==> config.mk <==
export PLATFORM = sky130hd
export DESIGN_NAME = bsw_status_reg
export DESIGN_NICKNAME = d
export VERILOG_FILES = /design/src/logic/bsw_pkg.sv /design/src/logic/bsw_status_reg.sv
export SDC_FILE = /design/constraint.sdc
export NUM_CORES = 1
export LEC_CHECK = 0
export BUFFER_PORTS_ARGS = -buffer_cell sky130_fd_sc_hd__buf_4
export CAP_MARGIN = 40
export CORE_UTILIZATION = 45
export CTS_CLUSTER_DIAMETER = 30
export DETAILED_ROUTE_END_ITERATION = 10
export PLACE_DENSITY = 0.78
export SYNTH_ARGS = -nofsm -noshare
export SYNTH_HDL_FRONTEND = slang
export SYNTH_SLANG_ARGS = --single-unit
==> constraint.sdc <==
create_clock -name ref_clk -period 2.1 [get_ports ref_clk]
set_input_delay 0.63 -clock ref_clk [delete_from_list [all_inputs] [get_ports ref_clk]]
set_output_delay 0.63 -clock ref_clk [all_outputs]
set_load 0.05 [all_outputs]
==> src/logic/bsw_pkg.sv <==
// bus status word package: offsets, field positions, reset values, event carrier
// assumes a single 40 MHz clock domain and an AHB-Lite register bus
package bsw_pkg;
	// register byte offsets
	localparam logic [7:0] BSW_OFF_STATUS   = 8'h00;
	localparam logic [7:0] BSW_OFF_READBACK = 8'h04;
	localparam logic [7:0] BSW_OFF_IRQ_STAT = 8'h08;
	localparam logic [7:0] BSW_OFF_IRQ_MASK = 8'h0c;
	// status word field positions
	localparam int BSW_FBB_BIT    = 7;
	localparam int BSW_TIM_LO     = 9;
	localparam int BSW_TIM_HI     = 10;
	localparam int BSW_STA_BIT    = 11;
	localparam int BSW_RTA_BIT    = 12;
	localparam int BSW_RMA_BIT    = 13;
	localparam int BSW_PERR_BIT   = 14;
	localparam int BSW_SERR_BIT   = 15;
	localparam int BSW_STRAP_BIT  = 0;
	// writable (clear on one) bits and constant bits
	localparam logic [15:0] BSW_W1C_MASK = 16'hf800;
	localparam logic        BSW_FBB_RST  = 1'b1;
	// select-response timing codes
	localparam logic [1:0] BSW_TIM_FAST   = 2'h0;
	localparam logic [1:0] BSW_TIM_MEDIUM = 2'h1;
	localparam logic [1:0] BSW_TIM_SLOW   = 2'h2;
	// interrupt status layout: one bit per abort or error event
	localparam int BSW_NUM_EV = 5;
	// ahb transfer type
	localparam logic [1:0] BSW_HTRANS_NONSEQ = 2'h2;
	// abort and error events from the bus engine, one-cycle pulses
	typedef struct packed {
		logic sig_serr;
		logic det_perr;
		logic rcv_master_abort;
		logic rcv_target_abort;
		logic sig_target_abort;
	} bsw_events_s;
endpackage

==> src/logic/bsw_status_reg.sv <==
// bus status word register bank with an AHB-Lite slave and an abort interrupt
// assumes events are synchronous to ref_clk and the strap pin is asynchronous
//
// How it works
// [RQ1] bits 6..0 and bit 8 are reserved, no function
// [RQ2] bit 7 is a read-only fast back-to-back flag, reset value one
// [RQ3] bits 10..9 are read-only timing, loaded only from the strap at reset
// [RQ4] strap low gives timing 01, strap high gives timing 10
// [RQ5] strap level captured at reset reads back at bit 0 of readback register
// [RQ6] timing codes: 00 fast, 01 medium, 10 slow, 11 reserved
// [RQ7] bit 11 sets when we end a transaction as target with target-abort
// [RQ8] bit 12 sets when our master transaction gets a target-abort
// [RQ9] bit 13 sets when our master transaction ends with master-abort
// [RQ10] writing 4000h clears only bit 14, others keep their value
// [RQ11] reads are normal; writes only clear writable bits written as one
// [RQ12] reserved bits read zero; abort flags reset to zero and stay set
// [RQ13] writing zero to a flag bit leaves it unchanged
//
// Decided for this implementation: the AHB-Lite interface to the registers and the address map.
`timescale 1ns/10ps
module bsw_status_reg (
	input  wire logic               ref_clk,          // 40 MHz clock
	input  wire logic               resetn,           // synchronous reset, active low
	input  wire logic               timing_strap_pin, // strap pin, asynchronous
	input  wire bsw_pkg::bsw_events_s events,         // event pulses from bus engine
	input  wire logic               hsel,             // ahb slave select
	input  wire logic [7:0]         haddr,            // ahb byte address
	input  wire logic [1:0]         htrans,           // ahb transfer type
	input  wire logic               hwrite,           // ahb write
	input  wire logic [2:0]         hsize,            // ahb size, word only
	input  wire logic [31:0]        hwdata,           // ahb write data
	input  wire logic               hready,           // ahb bus ready
	output logic [31:0]             hrdata,           // ahb read data
	output logic                    hreadyout,        // always ready
	output logic                    hresp,            // always okay
	output logic                    irq,              // level interrupt
	output logic [1:0]              select_timing     // current timing field
);
	logic [15:0] status_r;      // writable flag bits 15..11
	logic [1:0]  timing_r;
	logic        strap_r;
	logic [1:0]  strap_sync_r;  // [0] first stage, [1] second
	logic        in_reset_r;
	logic [bsw_pkg::BSW_NUM_EV-1:0] ist_r;
	logic [bsw_pkg::BSW_NUM_EV-1:0] imask_r;
	logic        wr_pend_r;
	logic        rd_ist_r;
	logic [7:0]  addr_r;
	logic [15:0] status_view;
	logic [15:0] clr_mask;
	logic [15:0] set_mask;
	logic        addr_ok;
	logic [bsw_pkg::BSW_NUM_EV-1:0] ev_vec;

	// two flops before the strap is read
	always_ff @(posedge ref_clk) begin
		strap_sync_r <= {strap_sync_r[0], timing_strap_pin};
	end

	// capture the strap on every reset cycle and one edge past release, then freeze
	always_ff @(posedge ref_clk) begin
		in_reset_r <= ~resetn;
		if (~resetn || in_reset_r) begin
			strap_r  <= strap_sync_r[1]; // RQ5
			timing_r <= strap_sync_r[1] ? bsw_pkg::BSW_TIM_SLOW
			                            : bsw_pkg::BSW_TIM_MEDIUM; // RQ3 RQ4 RQ6
		end
	end

	assign ev_vec = events;
	// hardware sets, in the bit positions of the status word
	always_comb begin
		set_mask = 16'h0000;
		set_mask[bsw_pkg::BSW_STA_BIT]  = events.sig_target_abort; // RQ7
		set_mask[bsw_pkg::BSW_RTA_BIT]  = events.rcv_target_abort; // RQ8
		set_mask[bsw_pkg::BSW_RMA_BIT]  = events.rcv_master_abort; // RQ9
		set_mask[bsw_pkg::BSW_PERR_BIT] = events.det_perr;
		set_mask[bsw_pkg::BSW_SERR_BIT] = events.sig_serr;
	end

	// data phase write: ones clear writable bits, zeros do nothing
	assign clr_mask = (wr_pend_r && addr_r == bsw_pkg::BSW_OFF_STATUS)
	                  ? (hwdata[15:0] & bsw_pkg::BSW_W1C_MASK) : 16'h0000; // RQ10 RQ11 RQ13

	// flags: set wins over a same-cycle clear
	always_ff @(posedge ref_clk) begin
		if (!resetn) begin
			status_r <= 16'h0000; // RQ12
		end else begin
			status_r <= ((status_r & ~clr_mask) | set_mask) & bsw_pkg::BSW_W1C_MASK; // RQ11 RQ12
		end
	end

	// assembled view; reserved bits forced to zero
	always_comb begin
		status_view = status_r; // RQ1 RQ12
		status_view[bsw_pkg::BSW_FBB_BIT] = bsw_pkg::BSW_FBB_RST; // RQ2
		status_view[bsw_pkg::BSW_TIM_HI:bsw_pkg::BSW_TIM_LO] = timing_r; // RQ3
	end

	assign addr_ok = hsel && hready && htrans == bsw_pkg::BSW_HTRANS_NONSEQ;

	// address phase capture; zero wait states so only one transfer is in flight
	always_ff @(posedge ref_clk) begin
		if (!resetn) begin
			wr_pend_r <= 1'b0;
			rd_ist_r  <= 1'b0;
			addr_r    <= 8'h00;
		end else begin
			wr_pend_r <= addr_ok && hwrite;
			rd_ist_r  <= addr_ok && !hwrite && haddr == bsw_pkg::BSW_OFF_IRQ_STAT;
			if (addr_ok) begin
				addr_r <= haddr;
			end
		end
	end

	// read data is registered in the address phase; unmapped reads give zero
	always_ff @(posedge ref_clk) begin
		if (!resetn) begin
			hrdata <= 32'h00000000;
		end else if (addr_ok && !hwrite) begin
			case (haddr)
				bsw_pkg::BSW_OFF_STATUS:   hrdata <= {16'h0000, status_view}; // RQ11
				bsw_pkg::BSW_OFF_READBACK: hrdata <= {31'h00000000, strap_r}; // RQ5
				bsw_pkg::BSW_OFF_IRQ_STAT: hrdata <= {27'h0000000, ist_r};
				bsw_pkg::BSW_OFF_IRQ_MASK: hrdata <= {27'h0000000, imask_r};
				default:                   hrdata <= 32'h00000000;
			endcase
		end
	end

	// interrupt status: sticky, cleared by a read, new event wins
	always_ff @(posedge ref_clk) begin
		if (!resetn) begin
			ist_r <= '0;
		end else begin
			ist_r <= (rd_ist_r ? '0 : ist_r) | ev_vec;
		end
	end

	// interrupt mask, written in the data phase
	always_ff @(posedge ref_clk) begin
		if (!resetn) begin
			imask_r <= '0;
		end else if (wr_pend_r && addr_r == bsw_pkg::BSW_OFF_IRQ_MASK) begin
			imask_r <= hwdata[bsw_pkg::BSW_NUM_EV-1:0];
		end
	end

	// registered outputs
	always_ff @(posedge ref_clk) begin
		if (!resetn) begin
			irq           <= 1'b0;
			hreadyout     <= 1'b1;
			hresp         <= 1'b0;
			select_timing <= bsw_pkg::BSW_TIM_MEDIUM;
		end else begin
			irq           <= |(ist_r & imask_r);
			hreadyout     <= 1'b1;
			hresp         <= 1'b0;
			select_timing <= timing_r;
		end
	end

	// checks
	// every property but AST_RST_CLEAR watches registered state on ref_clk and is muted while reset is held;
	// the flag checks look one edge past the cause because status_r is a plain register,
	// so a combinational shortcut added later would show up here as an early value
	// bus checks use the address phase inputs as the cause and hrdata as the effect,
	// which matches the zero wait state answer the host relies on
	// status word
	AST_TA_SET: assert property (@(posedge ref_clk) disable iff (!resetn) // RQ7
		events.sig_target_abort |=> status_r[bsw_pkg::BSW_STA_BIT])
		else $error("signalled target abort not flagged");
	AST_RTA_SET: assert property (@(posedge ref_clk) disable iff (!resetn) // RQ8
		events.rcv_target_abort |=> status_r[bsw_pkg::BSW_RTA_BIT])
		else $error("received target abort not flagged");
	AST_RMA_SET: assert property (@(posedge ref_clk) disable iff (!resetn) // RQ9
		events.rcv_master_abort |=> status_r[bsw_pkg::BSW_RMA_BIT])
		else $error("received master abort not flagged");
	AST_STICKY: assert property (@(posedge ref_clk) disable iff (!resetn) // RQ13
		(status_r[bsw_pkg::BSW_STA_BIT] && !clr_mask[bsw_pkg::BSW_STA_BIT])
		|=> status_r[bsw_pkg::BSW_STA_BIT])
		else $error("flag lost without a clear");
	AST_CLR_ONLY14: assert property (@(posedge ref_clk) disable iff (!resetn) // RQ10
		(wr_pend_r && addr_r == bsw_pkg::BSW_OFF_STATUS && hwdata[15:0] == 16'h4000
		 && set_mask == 16'h0000)
		|=> status_r == ($past(status_r) & 16'hbfff))
		else $error("clearing bit 14 disturbed other bits");
	AST_RSVD_ZERO: assert property (@(posedge ref_clk) disable iff (!resetn) // RQ1
		(status_view[6:0] == 7'h00) && !status_view[8])
		else $error("reserved bit nonzero");
	AST_FBB_ONE: assert property (@(posedge ref_clk) disable iff (!resetn) // RQ2
		status_view[bsw_pkg::BSW_FBB_BIT])
		else $error("fast back-to-back flag not one");
	AST_TIM_STRAP: assert property (@(posedge ref_clk) disable iff (!resetn) // RQ4
		timing_r == (strap_r ? 2'h2 : 2'h1))
		else $error("timing field does not match strap");
	AST_TIM_STABLE: assert property (@(posedge ref_clk) disable iff (!resetn) // RQ3
		!in_reset_r |=> $stable(timing_r) && $stable(strap_r))
		else $error("timing changed outside reset");
	AST_RST_CLEAR: assert property (@(posedge ref_clk) // RQ12
		!resetn |=> status_r == 16'h0000)
		else $error("flags not cleared by reset");

	// a received target abort stays set until written with a one
	AST_RTA_STICKY: assert property (@(posedge ref_clk) disable iff (!resetn) // RQ13
		(status_r[bsw_pkg::BSW_RTA_BIT] && !clr_mask[bsw_pkg::BSW_RTA_BIT]) |=> status_r[bsw_pkg::BSW_RTA_BIT])
		else $error("received target abort flag lost");

	// a received master abort stays set until written with a one
	AST_RMA_STICKY: assert property (@(posedge ref_clk) disable iff (!resetn) // RQ13
		(status_r[bsw_pkg::BSW_RMA_BIT] && !clr_mask[bsw_pkg::BSW_RMA_BIT]) |=> status_r[bsw_pkg::BSW_RMA_BIT])
		else $error("received master abort flag lost");

	// parity flag keeps its value without a clear
	AST_PERR_STICKY: assert property (@(posedge ref_clk) disable iff (!resetn) // RQ13
		(status_r[bsw_pkg::BSW_PERR_BIT] && !clr_mask[bsw_pkg::BSW_PERR_BIT]) |=> status_r[bsw_pkg::BSW_PERR_BIT])
		else $error("parity flag lost");

	// system error flag keeps its value without a clear
	AST_SERR_STICKY: assert property (@(posedge ref_clk) disable iff (!resetn) // RQ13
		(status_r[bsw_pkg::BSW_SERR_BIT] && !clr_mask[bsw_pkg::BSW_SERR_BIT]) |=> status_r[bsw_pkg::BSW_SERR_BIT])
		else $error("system error flag lost");

	// without an event no flag may rise, so a write can never set one
	AST_NO_WR_SET: assert property (@(posedge ref_clk) disable iff (!resetn) // RQ11
		(set_mask == 16'h0000) |=> ((status_r & ~$past(status_r)) == 16'h0000))
		else $error("flag rose without an event");

	// a one written to the signalled abort flag clears it
	AST_STA_CLR: assert property (@(posedge ref_clk) disable iff (!resetn) // RQ11
		(clr_mask[bsw_pkg::BSW_STA_BIT] && !set_mask[bsw_pkg::BSW_STA_BIT]) |=> !status_r[bsw_pkg::BSW_STA_BIT])
		else $error("signalled abort flag not cleared");

	// a one written to bit 14 clears it
	AST_PERR_CLR: assert property (@(posedge ref_clk) disable iff (!resetn) // RQ10
		(clr_mask[bsw_pkg::BSW_PERR_BIT] && !set_mask[bsw_pkg::BSW_PERR_BIT]) |=> !status_r[bsw_pkg::BSW_PERR_BIT])
		else $error("bit 14 not cleared");

	// a received master abort in the same cycle as a clear keeps its flag
	AST_SET_WINS: assert property (@(posedge ref_clk) disable iff (!resetn) // RQ11
		(set_mask[bsw_pkg::BSW_RMA_BIT] && clr_mask[bsw_pkg::BSW_RMA_BIT]) |=> status_r[bsw_pkg::BSW_RMA_BIT])
		else $error("clear beat a same-cycle event");

	// nothing below the flags is ever stored in the flag register
	AST_RSVD_REG: assert property (@(posedge ref_clk) disable iff (!resetn) // RQ1
		status_r[10:0] == 11'h000)
		else $error("reserved bit stored");
	// bus side

	// a status read returns the assembled word with zero upper half
	AST_RD_STATUS: assert property (@(posedge ref_clk) disable iff (!resetn) // RQ11
		(addr_ok && !hwrite && haddr == bsw_pkg::BSW_OFF_STATUS)
		|=> hrdata == {16'h0000, $past(status_view)})
		else $error("status read returned wrong word");

	// a readback read returns the captured strap alone
	AST_RD_STRAP: assert property (@(posedge ref_clk) disable iff (!resetn) // RQ5
		(addr_ok && !hwrite && haddr == bsw_pkg::BSW_OFF_READBACK)
		|=> hrdata == {31'h00000000, $past(strap_r)})
		else $error("strap readback wrong");

	// reads past the map return zero
	AST_UNMAPPED: assert property (@(posedge ref_clk) disable iff (!resetn)
		(addr_ok && !hwrite && haddr > bsw_pkg::BSW_OFF_IRQ_MASK) |=> hrdata == 32'h00000000)
		else $error("unmapped read not zero");

	// the slave never stalls and never errors
	AST_READY_OKAY: assert property (@(posedge ref_clk) disable iff (!resetn)
		hreadyout && !hresp)
		else $error("slave stalled or errored");

	// mask write lands in the data phase
	AST_MASK_WR: assert property (@(posedge ref_clk) disable iff (!resetn)
		(wr_pend_r && addr_r == bsw_pkg::BSW_OFF_IRQ_MASK)
		|=> imask_r == $past(hwdata[bsw_pkg::BSW_NUM_EV-1:0]))
		else $error("mask write lost");
	// interrupt

	// every event pulse leaves its interrupt status bit set
	AST_IST_SET: assert property (@(posedge ref_clk) disable iff (!resetn)
		(ev_vec != '0) |=> ((ist_r & $past(ev_vec)) == $past(ev_vec)))
		else $error("event missing from interrupt status");

	// a read of the interrupt status empties it when no event arrives
	AST_IST_CLR: assert property (@(posedge ref_clk) disable iff (!resetn)
		(rd_ist_r && ev_vec == '0) |=> ist_r == '0)
		else $error("interrupt status not cleared by read");

	// an unmasked status bit raises the interrupt one cycle later
	AST_IRQ_HIGH: assert property (@(posedge ref_clk) disable iff (!resetn)
		(|(ist_r & imask_r)) |=> irq)
		else $error("interrupt not raised");

	// no unmasked status bit means no interrupt
	AST_IRQ_LOW: assert property (@(posedge ref_clk) disable iff (!resetn)
		!(|(ist_r & imask_r)) |=> !irq)
		else $error("interrupt raised without cause");
	// timing

	// the timing output follows the field one cycle late
	AST_SEL_TIM: assert property (@(posedge ref_clk) disable iff (!resetn) // RQ3
		resetn |=> select_timing == $past(timing_r))
		else $error("timing output does not follow field");

	// the last capture edge after release takes the synchronised strap
	AST_STRAP_HOLD: assert property (@(posedge ref_clk) disable iff (!resetn) // RQ5
		in_reset_r |=> strap_r == $past(strap_sync_r[1]))
		else $error("strap not captured at release");
endmodule // bsw_status_reg

== Word-level counts from Yosys, hierarchy flattened ==
Cells that the tools add are included.

* Register bits after elaboration: 77
* Input port bits: 56
* Output and inout bits: 37
* Logic and storage cells: 41

* Equal/unequal tests: 5
* Mux-type cells: 4
* Bitwise operators: 6
* Reduce and logical (&&, ||, !) cells: 12

{| class="wikitable"
|+ Operators by type and width
! kind !! count
|-
| one-hot mux 16 bit (4 select lines) || 1
|-
| equality test 8 x 4 -> 1 bit (second input constant) || 3
|-
| AND 16 bit || 1
|-
| logical NOT 8 bit || 2
|-
| two-way mux 16 bit || 1
|-
| inverter 16 bit || 1
|-
| OR 16 bit || 1
|-
| equality test 8 x 3 -> 1 bit (second input constant) || 1
|-
| logical AND 1 bit || 7
|-
| AND 5 bit || 1
|-
| two-way mux 5 bit || 1
|-
| OR 5 bit || 1
|-
| OR reduction 5 bit || 1
|-
| equality test 2 bit (second input constant) || 1
|-
| two-way mux 2 bit || 1
|-
| logical NOT 1 bit || 1
|-
| logical OR 1 bit || 1
|-
| inverter 1 bit || 1
|}

== Logic depth before layout (Yosys ltp) ==
Gate-level depths: netlist (run 1).

* Depth after elaboration: 6
* Depth in mapped cells: 5

== Worst setup path before layout (run 1) ==
No wires, ideal clock.

* Kind: input-to-reg
* From: input haddr[7]
* To: register hrdata[7]
* Library setup time: 93 ps
* Data arrival time: 1,554 ps
* Required time: 2,007 ps
* Slack: 453 ps
* Stages on the path: 3
* Buffers on the path: 0
* Path through: nor4_1 nand3_1 o32ai_1

* Word-level cells in the longest chain between the ends: 2

{| class="wikitable"
|+ RTL lines
! element !! line !! text
|-
| start: declaration || bsw_status_reg.sv:27 || <nowiki>input wire logic [7:0] haddr,</nowiki>
|-
| equality test 8 x 4 -> 1 bit, or another cell as far along || bsw_status_reg.sv:123 || <nowiki>case (haddr)</nowiki>
|-
| one-hot mux 16 bit (4 select lines) * || bsw_status_reg.sv:123 ||
|-
| end signal: assignment || bsw_status_reg.sv:124 || <nowiki>bsw_pkg::BSW_OFF_STATUS: hrdata <= {16'h0000, status_view};</nowiki>
|-
| end signal: assignment || bsw_status_reg.sv:125 || <nowiki>bsw_pkg::BSW_OFF_READBACK: hrdata <= {31'h00000000, strap_r};</nowiki>
|-
| end signal: assignment || bsw_status_reg.sv:126 || <nowiki>bsw_pkg::BSW_OFF_IRQ_STAT: hrdata <= {27'h0000000, ist_r};</nowiki>
|-
| end: declaration || bsw_status_reg.sv:33 || <nowiki>output logic [31:0] hrdata,</nowiki>
|}

Every way passes the cells marked *; elsewhere a longest branch is shown, timed or not.
A chain may end at the register's enable or synchronous reset.

== Worst setup path in the final report (run 1) ==
* From: register addr_r[5]
* To: register status_r[15]

* Word-level cells in the longest chain between the ends: 6

{| class="wikitable"
|+ RTL lines
! element !! line !! text
|-
| start: declaration || bsw_status_reg.sv:48 || <nowiki>logic [7:0] addr_r;</nowiki>
|-
| start signal: assignment || bsw_status_reg.sv:113 || <nowiki>addr_r <= haddr;</nowiki>
|-
| logical NOT 8 bit || bsw_status_reg.sv:82 || <nowiki>assign clr_mask = (wr_pend_r && addr_r == bsw_pkg::BSW_OFF_STATUS)</nowiki>
|-
| logical AND 1 bit || bsw_status_reg.sv:82 ||
|-
| two-way mux 16 bit || bsw_status_reg.sv:83 || <nowiki>? (hwdata[15:0] & bsw_pkg::BSW_W1C_MASK) : 16'h0000;</nowiki>
|-
| inverter 16 bit || bsw_status_reg.sv:90 || <nowiki>status_r <= ((status_r & ~clr_mask) | set_mask) & bsw_pkg::BSW_W1C_MASK;</nowiki>
|-
| AND 16 bit || bsw_status_reg.sv:90 ||
|-
| OR 16 bit || bsw_status_reg.sv:90 ||
|-
| end signal: assignment || bsw_status_reg.sv:90 ||
|-
| end: declaration || bsw_status_reg.sv:39 || <nowiki>logic [15:0] status_r;</nowiki>
|}

No other way between the ends.

==> impl_metrics.json, run 1 <==
{
  "start_util_pct": 47.6,
  "holdPathStages": 0,
  "wirelength_mm": 4.04,
  "synth_cell_types": 33,
  "grt_pass1_vias": 1357,
  "die_x_um": 67.5,
  "critPathMaxFanout": 5,
  "ioPinCount": 93,
  "overflow": 0,
  "path_cells": "or4b_4 -> nor4_4 -> a31oi_1",
  "numPortBuffers": 46,
  "clk_latency_ns": 0.29,
  "period_needed_ns": 1.62,
  "drive_above_1_share_pct": 24.8,
  "n_antenna_cell": 0,
  "core_area_um2": 4060,
  "crit_required_ns": 2.26,
  "grt_max_degree": 40,
  "ctsResizeCount": 0,
  "cpPeakStageDelay_ns": 0.57,
  "hold_class": "reg2reg",
  "rsz0062_at_grt": "no",
  "synth_top_area_share_pct": 45.6,
  "worst-r2r-cell-count": 3,
  "r2r-end": "status_r[15]",
  "max_freq_mhz": 617,
  "first_pass_iters": 4,
  "slew_headroom_pct": 58.4,
  "dpl.hpwl_mm": 2.86,
  "end_kind": "flop",
  "cts-hold-fix-buffers": 0,
  "syn-instance-count": 211,
  "cp_data_arrival_time_ns": 1.78,
  "cts_buffer_depth": 2,
  "vdd_drop_max_mv": 0.368,
  "rows": 23,
  "worstMarginPinSlew_ns": 0.624,
  "drtIter0Drc": 106,
  "ant_nets": 0,
  "post-route-period-util_pct": 77.2,
  "n_fill_cell": 381,
  "synth_top_cell_by_area": "dfxtp_1",
  "cts_num_sinks": 46,
  "crit_type": "reg2reg",
  "cts-root-buf": "clkbuf_8",
  "clk_pin_slew_ns": 0.08,
  "area_growth_pct": 21.7,
  "setup_violations": 0,
  "cts_tree": "built",
  "cts_made_buffers": 5,
  "reg2reg_from": "addr_r[5]",
  "die_area_um2": 4560,
  "clock_skew_ns": 0.00254,
  "setup_tns_ns": 0,
  "htree_levels": 2,
  "hold_viol_final": 0,
  "maxCapViolCount": 0,
  "seq_area_frac_synth_pct": 48.7,
  "synth_warnings": 0,
  "p_leak_uw": 0.000981,
  "status": "finished clean",
  "power_per_cell_area_nw_per_um2": 716,
  "grt_pass1_wl_mm": 6.13,
  "fp.dieH_um": 67.5,
  "gp_congestion": 0.788,
  "slowest_stage": "or4b_4",
  "avgSynthCellArea_um2": 9.16,
  "crit_path_start_kind": "flop",
  "grtUsageTotal_pct": 18.6,
  "drc": 0,
  "report.final.slew_viol_count": 0,
  "r2r_slack_ns": 0.48,
  "hold_start": "strap_sync_r[0]",
  "vias": 1570,
  "antenna_found_initial": 0,
  "min_to": "strap_sync_r[1]",
  "ys_seq_elements": 46,
  "viasPerCell": 5.10,
  "post_drt_wl_per_cell_um": 13.1,
  "post_cts_buffers": 0,
  "layout.nets": 313,
  "syn_area_um2": 1930,
  "whs_ns": 0.345,
  "ys_top_cells_by_area": "dfxtp_1, buf_4, nand2_1"
}
-- how the worst max path moves through the flow --
stage | slack, ns | cells past startpoint | start | to
after global placement | 0.28 | 6 | haddr[7] | hrdata[15]
after CTS | 0.46 | 3 | addr_r[5] | status_r[15]
final | 0.48 | 3 | addr_r[5] | status_r[15]
after global routing | 0.43 | 3 | addr_r[5] | status_r[15]
after floorplan | 0.45 | 3 | haddr[7] | hrdata[7]
after detailed placement | 0.25 | 6 | haddr[7] | hrdata[9]
-- synthesized netlist by cell type --
master	instances
conb_1	2
nor2_1	3
o211ai_1	1
inv_1	7
and2_1	1
mux2_2	1
o41ai_1	1
and3_1	1
and4b_1	1
nand4b_1	8
mux2i_1	10
nand3_1	1
or4b_4	1
nor3b_1	1
nand3b_1	1
edfxtp_1	2
nand2b_1	8
o22ai_1	7
a31oi_1	5
o21ai_0	5
nand2_1	41
nor4_4	1
nor4_1	1
or3_1	1
nor3_4	1
a22oi_1	1
o32ai_1	5
a222oi_1	1
clkbuf_1	12
a21oi_1	14
buf_4	21
dfxtp_1	44
nor3_1	1
-- worst max-delay path, delay by kind of cell, from the launching register on --
kind               cells  cell delay [ns]
and+or+nand+nor        2             1.00
DFF                    1             0.32
AOI/OAI and AO/OA      1             0.17
-- cell usage in the layout (no fill, tap or decap), types with 2 or more instances in the layout --
cell type,instances
o21ai_0,5
buf_4,53
o22ai_1,7
nand4b_1,8
nand2_1,41
inv_1,7
mux2i_1,10
edfxtp_1,2
a31oi_1,5
o32ai_1,5
nand2b_1,8
clkbuf_8,6
conb_1,21
dfxtp_1,44
a21oi_1,14
nor2_1,3
-- logic make-up (layout without fill, tap and decap cells) --
kind of cell	Yosys count	in the layout	share of synthesized area (%)
AO/OA/AOI/OAI	40	40	12.8
buffers and inverters	40	68	11.8
flip-flops	46	46	48.7
multiplexers	11	11	5.76
other	2	21	0.388
AND/OR/NAND/NOR	72	72	20.5
-- routing by layer --
| metal | GRT usage [%] | vias up | share of wire, % |
|---|---|---|---|
| met4 | 6.38 | 0 | 1.4 |
| met5 | 0 | - | 0 |
| met2 | 30.3 | 55 | 47 |
| met3 | 5.07 | 6 | 6.7 |
| li1 | - | 785 | - |
| met1 | 23.6 | 724 | 45 |
-- layout make-up --
class                   count  area (um2)  share of cell area, %
clock buffers               7        86.3                   3.67
well taps                  50        62.6                   2.66
inverters                   7        26.3                   1.12
clock inverters             1        5.00                  0.213
multi-input cells         144         835                   35.5
flip-flops and latches     46         941                   40.0
repair buffers             53         398                   16.9
-- flip-flops by register name, summed over array words and instances, names as in the netlist --
signal,flops
hrdata,13
addr_r,8
imask_r,5
ist_r,5
status_r,5
select_timing,2
strap_sync_r,2
timing_r,2
in_reset_r,1
irq,1
rd_ist_r,1
wr_pend_r,1
-- power by group --
part | total (uW) | switching [uW] | internal [uW] | leakage (uW)
registers | 920 | 15.6 | 904 | 0.000380
logic | 220 | 153 | 67.0 | 0.000552
clock network | 546 | 280 | 266 | 0.0000482
total | 1690 | 449 | 1240 | 0.000981
-- through the flow --
stage	util [%]	cells	setup slack, ns	power, uW	instance area (um2)
2_1_floorplan	-	230	0.453	1120	2000
3_3_place_gp	55.8	300	0.276	1160	2260
3_5_place_dp	55.8	300	0.250	1160	2260
4_1_cts	58.0	308	0.455	1700	2350
5_1_grt	58.0	308	0.429	1750	2350
6_report	58.0	308	0.479	1690	2350
No activity file was read; power rests on OpenSTA's default activity.
==> run 2: changes to the inputs <==
==> constraint.sdc (replaced) <==
create_clock -name ref_clk -period 1.68 [get_ports ref_clk]
set_input_delay 0.504 -clock ref_clk [delete_from_list [all_inputs] [get_ports ref_clk]]
set_output_delay 0.504 -clock ref_clk [all_outputs]
set_load 0.05 [all_outputs]
==> run 2 against run 1 <==
  * Sequential share of layout area shrank 0.34 points
  * Via count decreased by 0.45%
  * Power is 24% higher
  * Clock skew is 0.0017 ns higher
  * Sequential power up 25%
  * Fmax grew 5.5%
  * Critical path depth is the same
  * Core utilization is 0.49 points higher
  * Worst hold slack got worse by 0.040 ns
  * Sequential cell count unchanged
==> impl_metrics.json, run 2 (synthesis results as in run 1) <==
{
  "status": "finished clean",
  "first_pass_iters": 4,
  "clock_skew_ns": 0.00428,
  "stdcell_count": 311,
  "end_kind": "flop",
  "fp.dieH_um": 67.5,
  "rows": 23,
  "vias": 1563,
  "drtIter0Drc": 82,
  "grt_max_degree": 17,
  "final_common_cell": "buf_4",
  "worst_slack_ns": 0.143,
  "rsz0062_at_grt": "no",
  "crit_type": "reg2reg",
  "worst-r2r-cell-count": 3,
  "largest-register": "hrdata",
  "cts_tree": "built",
  "htree_levels": 2,
  "setup_violations": 0,
  "antenna_found_initial": 0,
  "die_area_um2": 4560,
  "start_util_pct": 47.6,
  "gp_congestion": 0.808,
  "period_needed_ns": 1.54,
  "n_antenna_cell": 0,
  "placedCellCount": 303,
  "viasPerCell": 5.03,
  "ioPinCount": 93,
  "critPathMaxFanout": 5,
  "drc": 0,
  "crit_path_start_kind": "flop",
  "max_freq_mhz": 651,
  "report.final.slew_viol_count": 0,
  "crit_required_ns": 1.91,
  "final_cell_mix": "buf_4, dfxtp_1, nand2_1, conb_1, a21oi_1",
  "post_drt_wl_per_cell_um": 12.6,
  "die_x_um": 67.5,
  "grt_pass1_vias": 1361,
  "area_growth_pct": 22.8,
  "vdd_drop_max_mv": 0.511,
  "numPortBuffers": 46,
  "clk_latency_ns": 0.30,
  "dpl.hpwl_mm": 2.87,
  "grtUsageTotal_pct": 18.2,
  "grt_pass1_wl_mm": 6.12,
  "dp_slack_ns": -0.0144,
  "power_per_cell_area_nw_per_um2": 881,
  "largest_reg_flops": 13,
  "drive_above_1_share_pct": 26.1,
  "core_area_um2": 4060,
  "r2r-end": "imask_r[2]",
  "cts_buffer_depth": 2,
  "ant_nets": 0,
  "holdPathStages": 1,
  "layout.nets": 316,
  "wirelength_mm": 3.91,
  "crit_path_start": "addr_r[5]",
  "reg2reg_from": "addr_r[5]",
  "hold_viol_final": 0,
  "r2r_slack_ns": 0.14,
  "overflow": 0,
  "cts-hold-fix-buffers": 0,
  "post-route-period-util_pct": 91.5,
  "cp_data_arrival_time_ns": 1.77,
  "cts-root-buf": "clkbuf_8",
  "critPathCapture": "imask_r[2]",
  "cts_made_buffers": 5,
  "final_core_util_pct": 58.5,
  "cts_num_sinks": 46,
  "top_regs": "hrdata x13, addr_r x8",
  "maxCapViolCount": 0,
  "clk_pin_slew_ns": 0.08,
  "hold_class": "in2reg",
  "p_leak_uw": 0.000996
}
## run 2: cell count changes in the layout (fill, tap and decap cells not counted)
cell      previous run  this run
buf_4               53        56
clkbuf_1             1         0
clkbuf_8             6         5
clkinv_4             0         1
inv_4                0         1
## run 2: what timing repair did
action / 4_1_cts / 5_1_grt
gates resized for setup: 0 / 0
endpoints found under the setup margin: 0 / 1
buffers inserted: 0 / 0
hold endpoints to repair: 0 / 0
## run 2: final cells by class
cell class | count | area (um2)
well taps | 50 | 62.6
inverters | 7 | 26.3
flip-flops and latches | 46 | 941
repair buffers | 56 | 420
clock inverters | 3 | 20.0
fillers | 371 | 1680
multi-input cells | 144 | 835
clock buffers | 5 | 68.8
## run 2: power by group
| group | internal, uW | switching (uW) |
|---|---|---|
| Sequential | 1130 | 18.0 |
| Combinational | 87.2 | 191 |
| Clock | 293 | 372 |
| Total | 1510 | 581 |
## run 2: how the worst min path moves through the flow
stage | start | endpoint | slack, ns
3_5_place_dp | strap_sync_r[0] | strap_sync_r[1] | 0.31
4_1_cts | timing_strap_pin | strap_sync_r[0] | 0.30
3_3_place_gp | strap_sync_r[0] | strap_sync_r[1] | 0.31
5_1_grt | timing_strap_pin | strap_sync_r[0] | 0.29
2_1_floorplan | strap_sync_r[0] | strap_sync_r[1] | 0.31
6_report | timing_strap_pin | strap_sync_r[0] | 0.31
## run 2: stage by stage
stage / power, uW / instance area, um2 / hold WS, ns / TNS, ns
after floorplan: 1400 / 2000 / 0.310 / 0
after global placement: 1450 / 2280 / 0.313 / 0
after detailed placement: 1450 / 2280 / 0.312 / -0.0144
after CTS: 2110 / 2370 / 0.297 / 0
after global routing: 2180 / 2370 / 0.288 / 0
final: 2090 / 2370 / 0.305 / 0
## run 2: critical path: stages (launching register included)
cell     delay [ns]
dfxtp_1        0.33
or4b_4         0.58
nor3_4         0.34
mux2i_1        0.22
## run 2: metal layers
layer  GRT usage (%)  share of wire [%]  wire [um]  vias to the layer above
li1                -                  -          -                      783
met1            23.2                 43       1700                      725
met2            28.7                 49       1910                       51
met3            5.07                6.5        253                        4
met4            7.71                1.3         52                        0
met5               0                  0          0                        -
==> run 3: changes to the inputs <==
--- a/config.mk
+++ b/config.mk
@@ -7,6 +7,7 @@
 export LEC_CHECK = 0
 export BUFFER_PORTS_ARGS = -buffer_cell sky130_fd_sc_hd__buf_4
 export CAP_MARGIN = 40
+export CORE_ASPECT_RATIO = 1.25
 export CORE_UTILIZATION = 45
 export CTS_CLUSTER_DIAMETER = 30
 export DETAILED_ROUTE_END_ITERATION = 10
==> run 3 against run 2 <==
  * Combinational power hardly changed
  * Sequential share of layout area shrank 0.35 points
  * Global-route usage up 0.85 points
  * Setup slack worse by 0.078 ns
  * Clock skew down 0.00099 ns
  * Highest routed layer unchanged
  * Fmax shrank 4.9%
  * Final area is 0.90% higher
  * Critical path depth stayed put
  * Via count grew 1.3%
==> impl_metrics.json, run 3 (synthesis results as in run 1) <==
{
  "status": "finished clean",
  "place_area_um2": 2280,
  "end_kind": "flop",
  "grt_use_met3_pct": 4.30,
  "grtUsageTotal_pct": 19.1,
  "maxCapViolCount": 0,
  "cts-root-buf": "clkbuf_8",
  "grt-busiest-layer": "met2",
  "top_regs": "hrdata x13, addr_r x8",
  "largest_reg_flops": 13,
  "final_core_util_pct": 58.4,
  "dpl.hpwl_mm": 2.95,
  "power_per_cell_area_nw_per_um2": 916,
  "post-route-period-util_pct": 96.2,
  "fp.dieH_um": 75.3,
  "rsz0062_at_grt": "no",
  "cts-hold-fix-buffers": 0,
  "crit_type": "reg2reg",
  "placedCellCount": 308,
  "setup_violations": 0,
  "clk_latency_ns": 0.30,
  "path_cells": "or4b_4 -> nor3_4 -> mux2i_1",
  "use_met2_pct": 33.7,
  "final_common_cell": "buf_4",
  "htree_levels": 2,
  "layout.nets": 315,
  "grt_pass1_wl_mm": 6.28,
  "cts_buffer_depth": 2,
  "reg2reg_from": "addr_r[5]",
  "numPortBuffers": 46,
  "holdPathStages": 1,
  "cts_made_buffers": 5,
  "p_leak_uw": 0.00100,
  "n_antenna_cell": 0,
  "r2r-end": "imask_r[2]",
  "area_growth_pct": 23.9,
  "final_cell_mix": "buf_4, dfxtp_1, nand2_1, conb_1, a21oi_1",
  "crit_path_start_kind": "flop",
  "grt_max_degree": 22,
  "worst-r2r-cell-count": 3,
  "slowest_stage": "or4b_4",
  "drtIter0Drc": 40,
  "stdcell_count": 316,
  "min_to": "strap_sync_r[0]",
  "vdd_drop_max_mv": 0.550,
  "critPathMaxFanout": 5,
  "max_freq_mhz": 619,
  "post_drt_wl_per_cell_um": 12.8,
  "cp_data_arrival_time_ns": 1.84,
  "first_pass_iters": 4,
  "overflow": 0,
  "die_area_um2": 4560,
  "grt_pass1_vias": 1398,
  "report.final.slew_viol_count": 0,
  "design_area_um2": 2390,
  "period_needed_ns": 1.62,
  "ioPinCount": 93,
  "r2r_slack_ns": 0.06,
  "wirelength_mm": 4.03,
  "crit_required_ns": 1.91,
  "vias": 1583,
  "die_x_um": 60.6,
  "drive_above_1_share_pct": 25.8,
  "largest-register": "hrdata",
  "grt.met1_usage_pct": 21.2,
  "hold_class": "in2reg",
  "setup_tns_ns": 0,
  "cpPeakStageDelay_ns": 0.58,
  "start_util_pct": 47.2,
  "n_fill_cell": 398,
  "clk_pin_slew_ns": 0.08,
  "cts_tree": "built",
  "hold_start": "timing_strap_pin",
  "viasPerCell": 5.01,
  "drc": 0,
  "antenna_found_initial": 0,
  "cts_num_sinks": 46,
  "hold_viol_final": 0,
  "core_area_um2": 4100,
  "ant_nets": 0,
  "gp_congestion": 0.747,
  "clock_skew_ns": 0.00329,
  "rows": 26
}
[run 3: where the power goes]
part           total (uW)  switching [uW]  internal (uW)  leakage [uW]
clock                 768             353            415     0.0000575
combinational         279             193           85.8      0.000564
sequential           1150            16.8           1130      0.000380
[run 3: area by class of cell]
| type | instances | area, um2 | area share [%] |
|---|---|---|---|
| clock buffers | 8 | 110 | 4.60 |
| inverters | 7 | 26.3 | 1.10 |
| multi-input cells | 144 | 835 | 34.8 |
| flip-flops and latches | 46 | 941 | 39.3 |
| well taps | 56 | 70.1 | 2.93 |
| repair buffers | 55 | 413 | 17.2 |
[run 3: how the worst max path moves through the flow]
stage              start           end
2_1_floorplan   haddr[7]     hrdata[7]
3_3_place_gp    haddr[7]     hrdata[1]
3_5_place_dp    haddr[7]     hrdata[1]
4_1_cts        addr_r[5]  status_r[15]
5_1_grt        addr_r[5]    imask_r[4]
6_report       addr_r[5]    imask_r[2]
[run 3: worst max-delay path: cells and delay by family, from the launching register on]
kind	cells	cell delay (ns)
flops	1	0.33
mux	1	0.23
simple gates	2	0.99
[run 3: per-layer routing]
layer	vias to the layer above	share of wire, %
met1	740	41
met5	-	0
met3	9	4.9
met2	52	52
met4	0	2.2
li1	782	-
[run 3: metrics by stage]
stage                     hold WS, ns  setup slack [ns]  power (uW)
final                           0.304            0.0645        2190
after global placement          0.312           -0.0489        1450
after floorplan                 0.310             0.159        1400
after CTS                       0.296            0.0600        2210
after global routing            0.289           0.00473        2280
after detailed placement        0.312           -0.0855        1450
[run 3: repair_timing]
item	CTS	global route
endpoints found under the setup margin	0	3
resized for setup	0	0
setup buffers	0	0
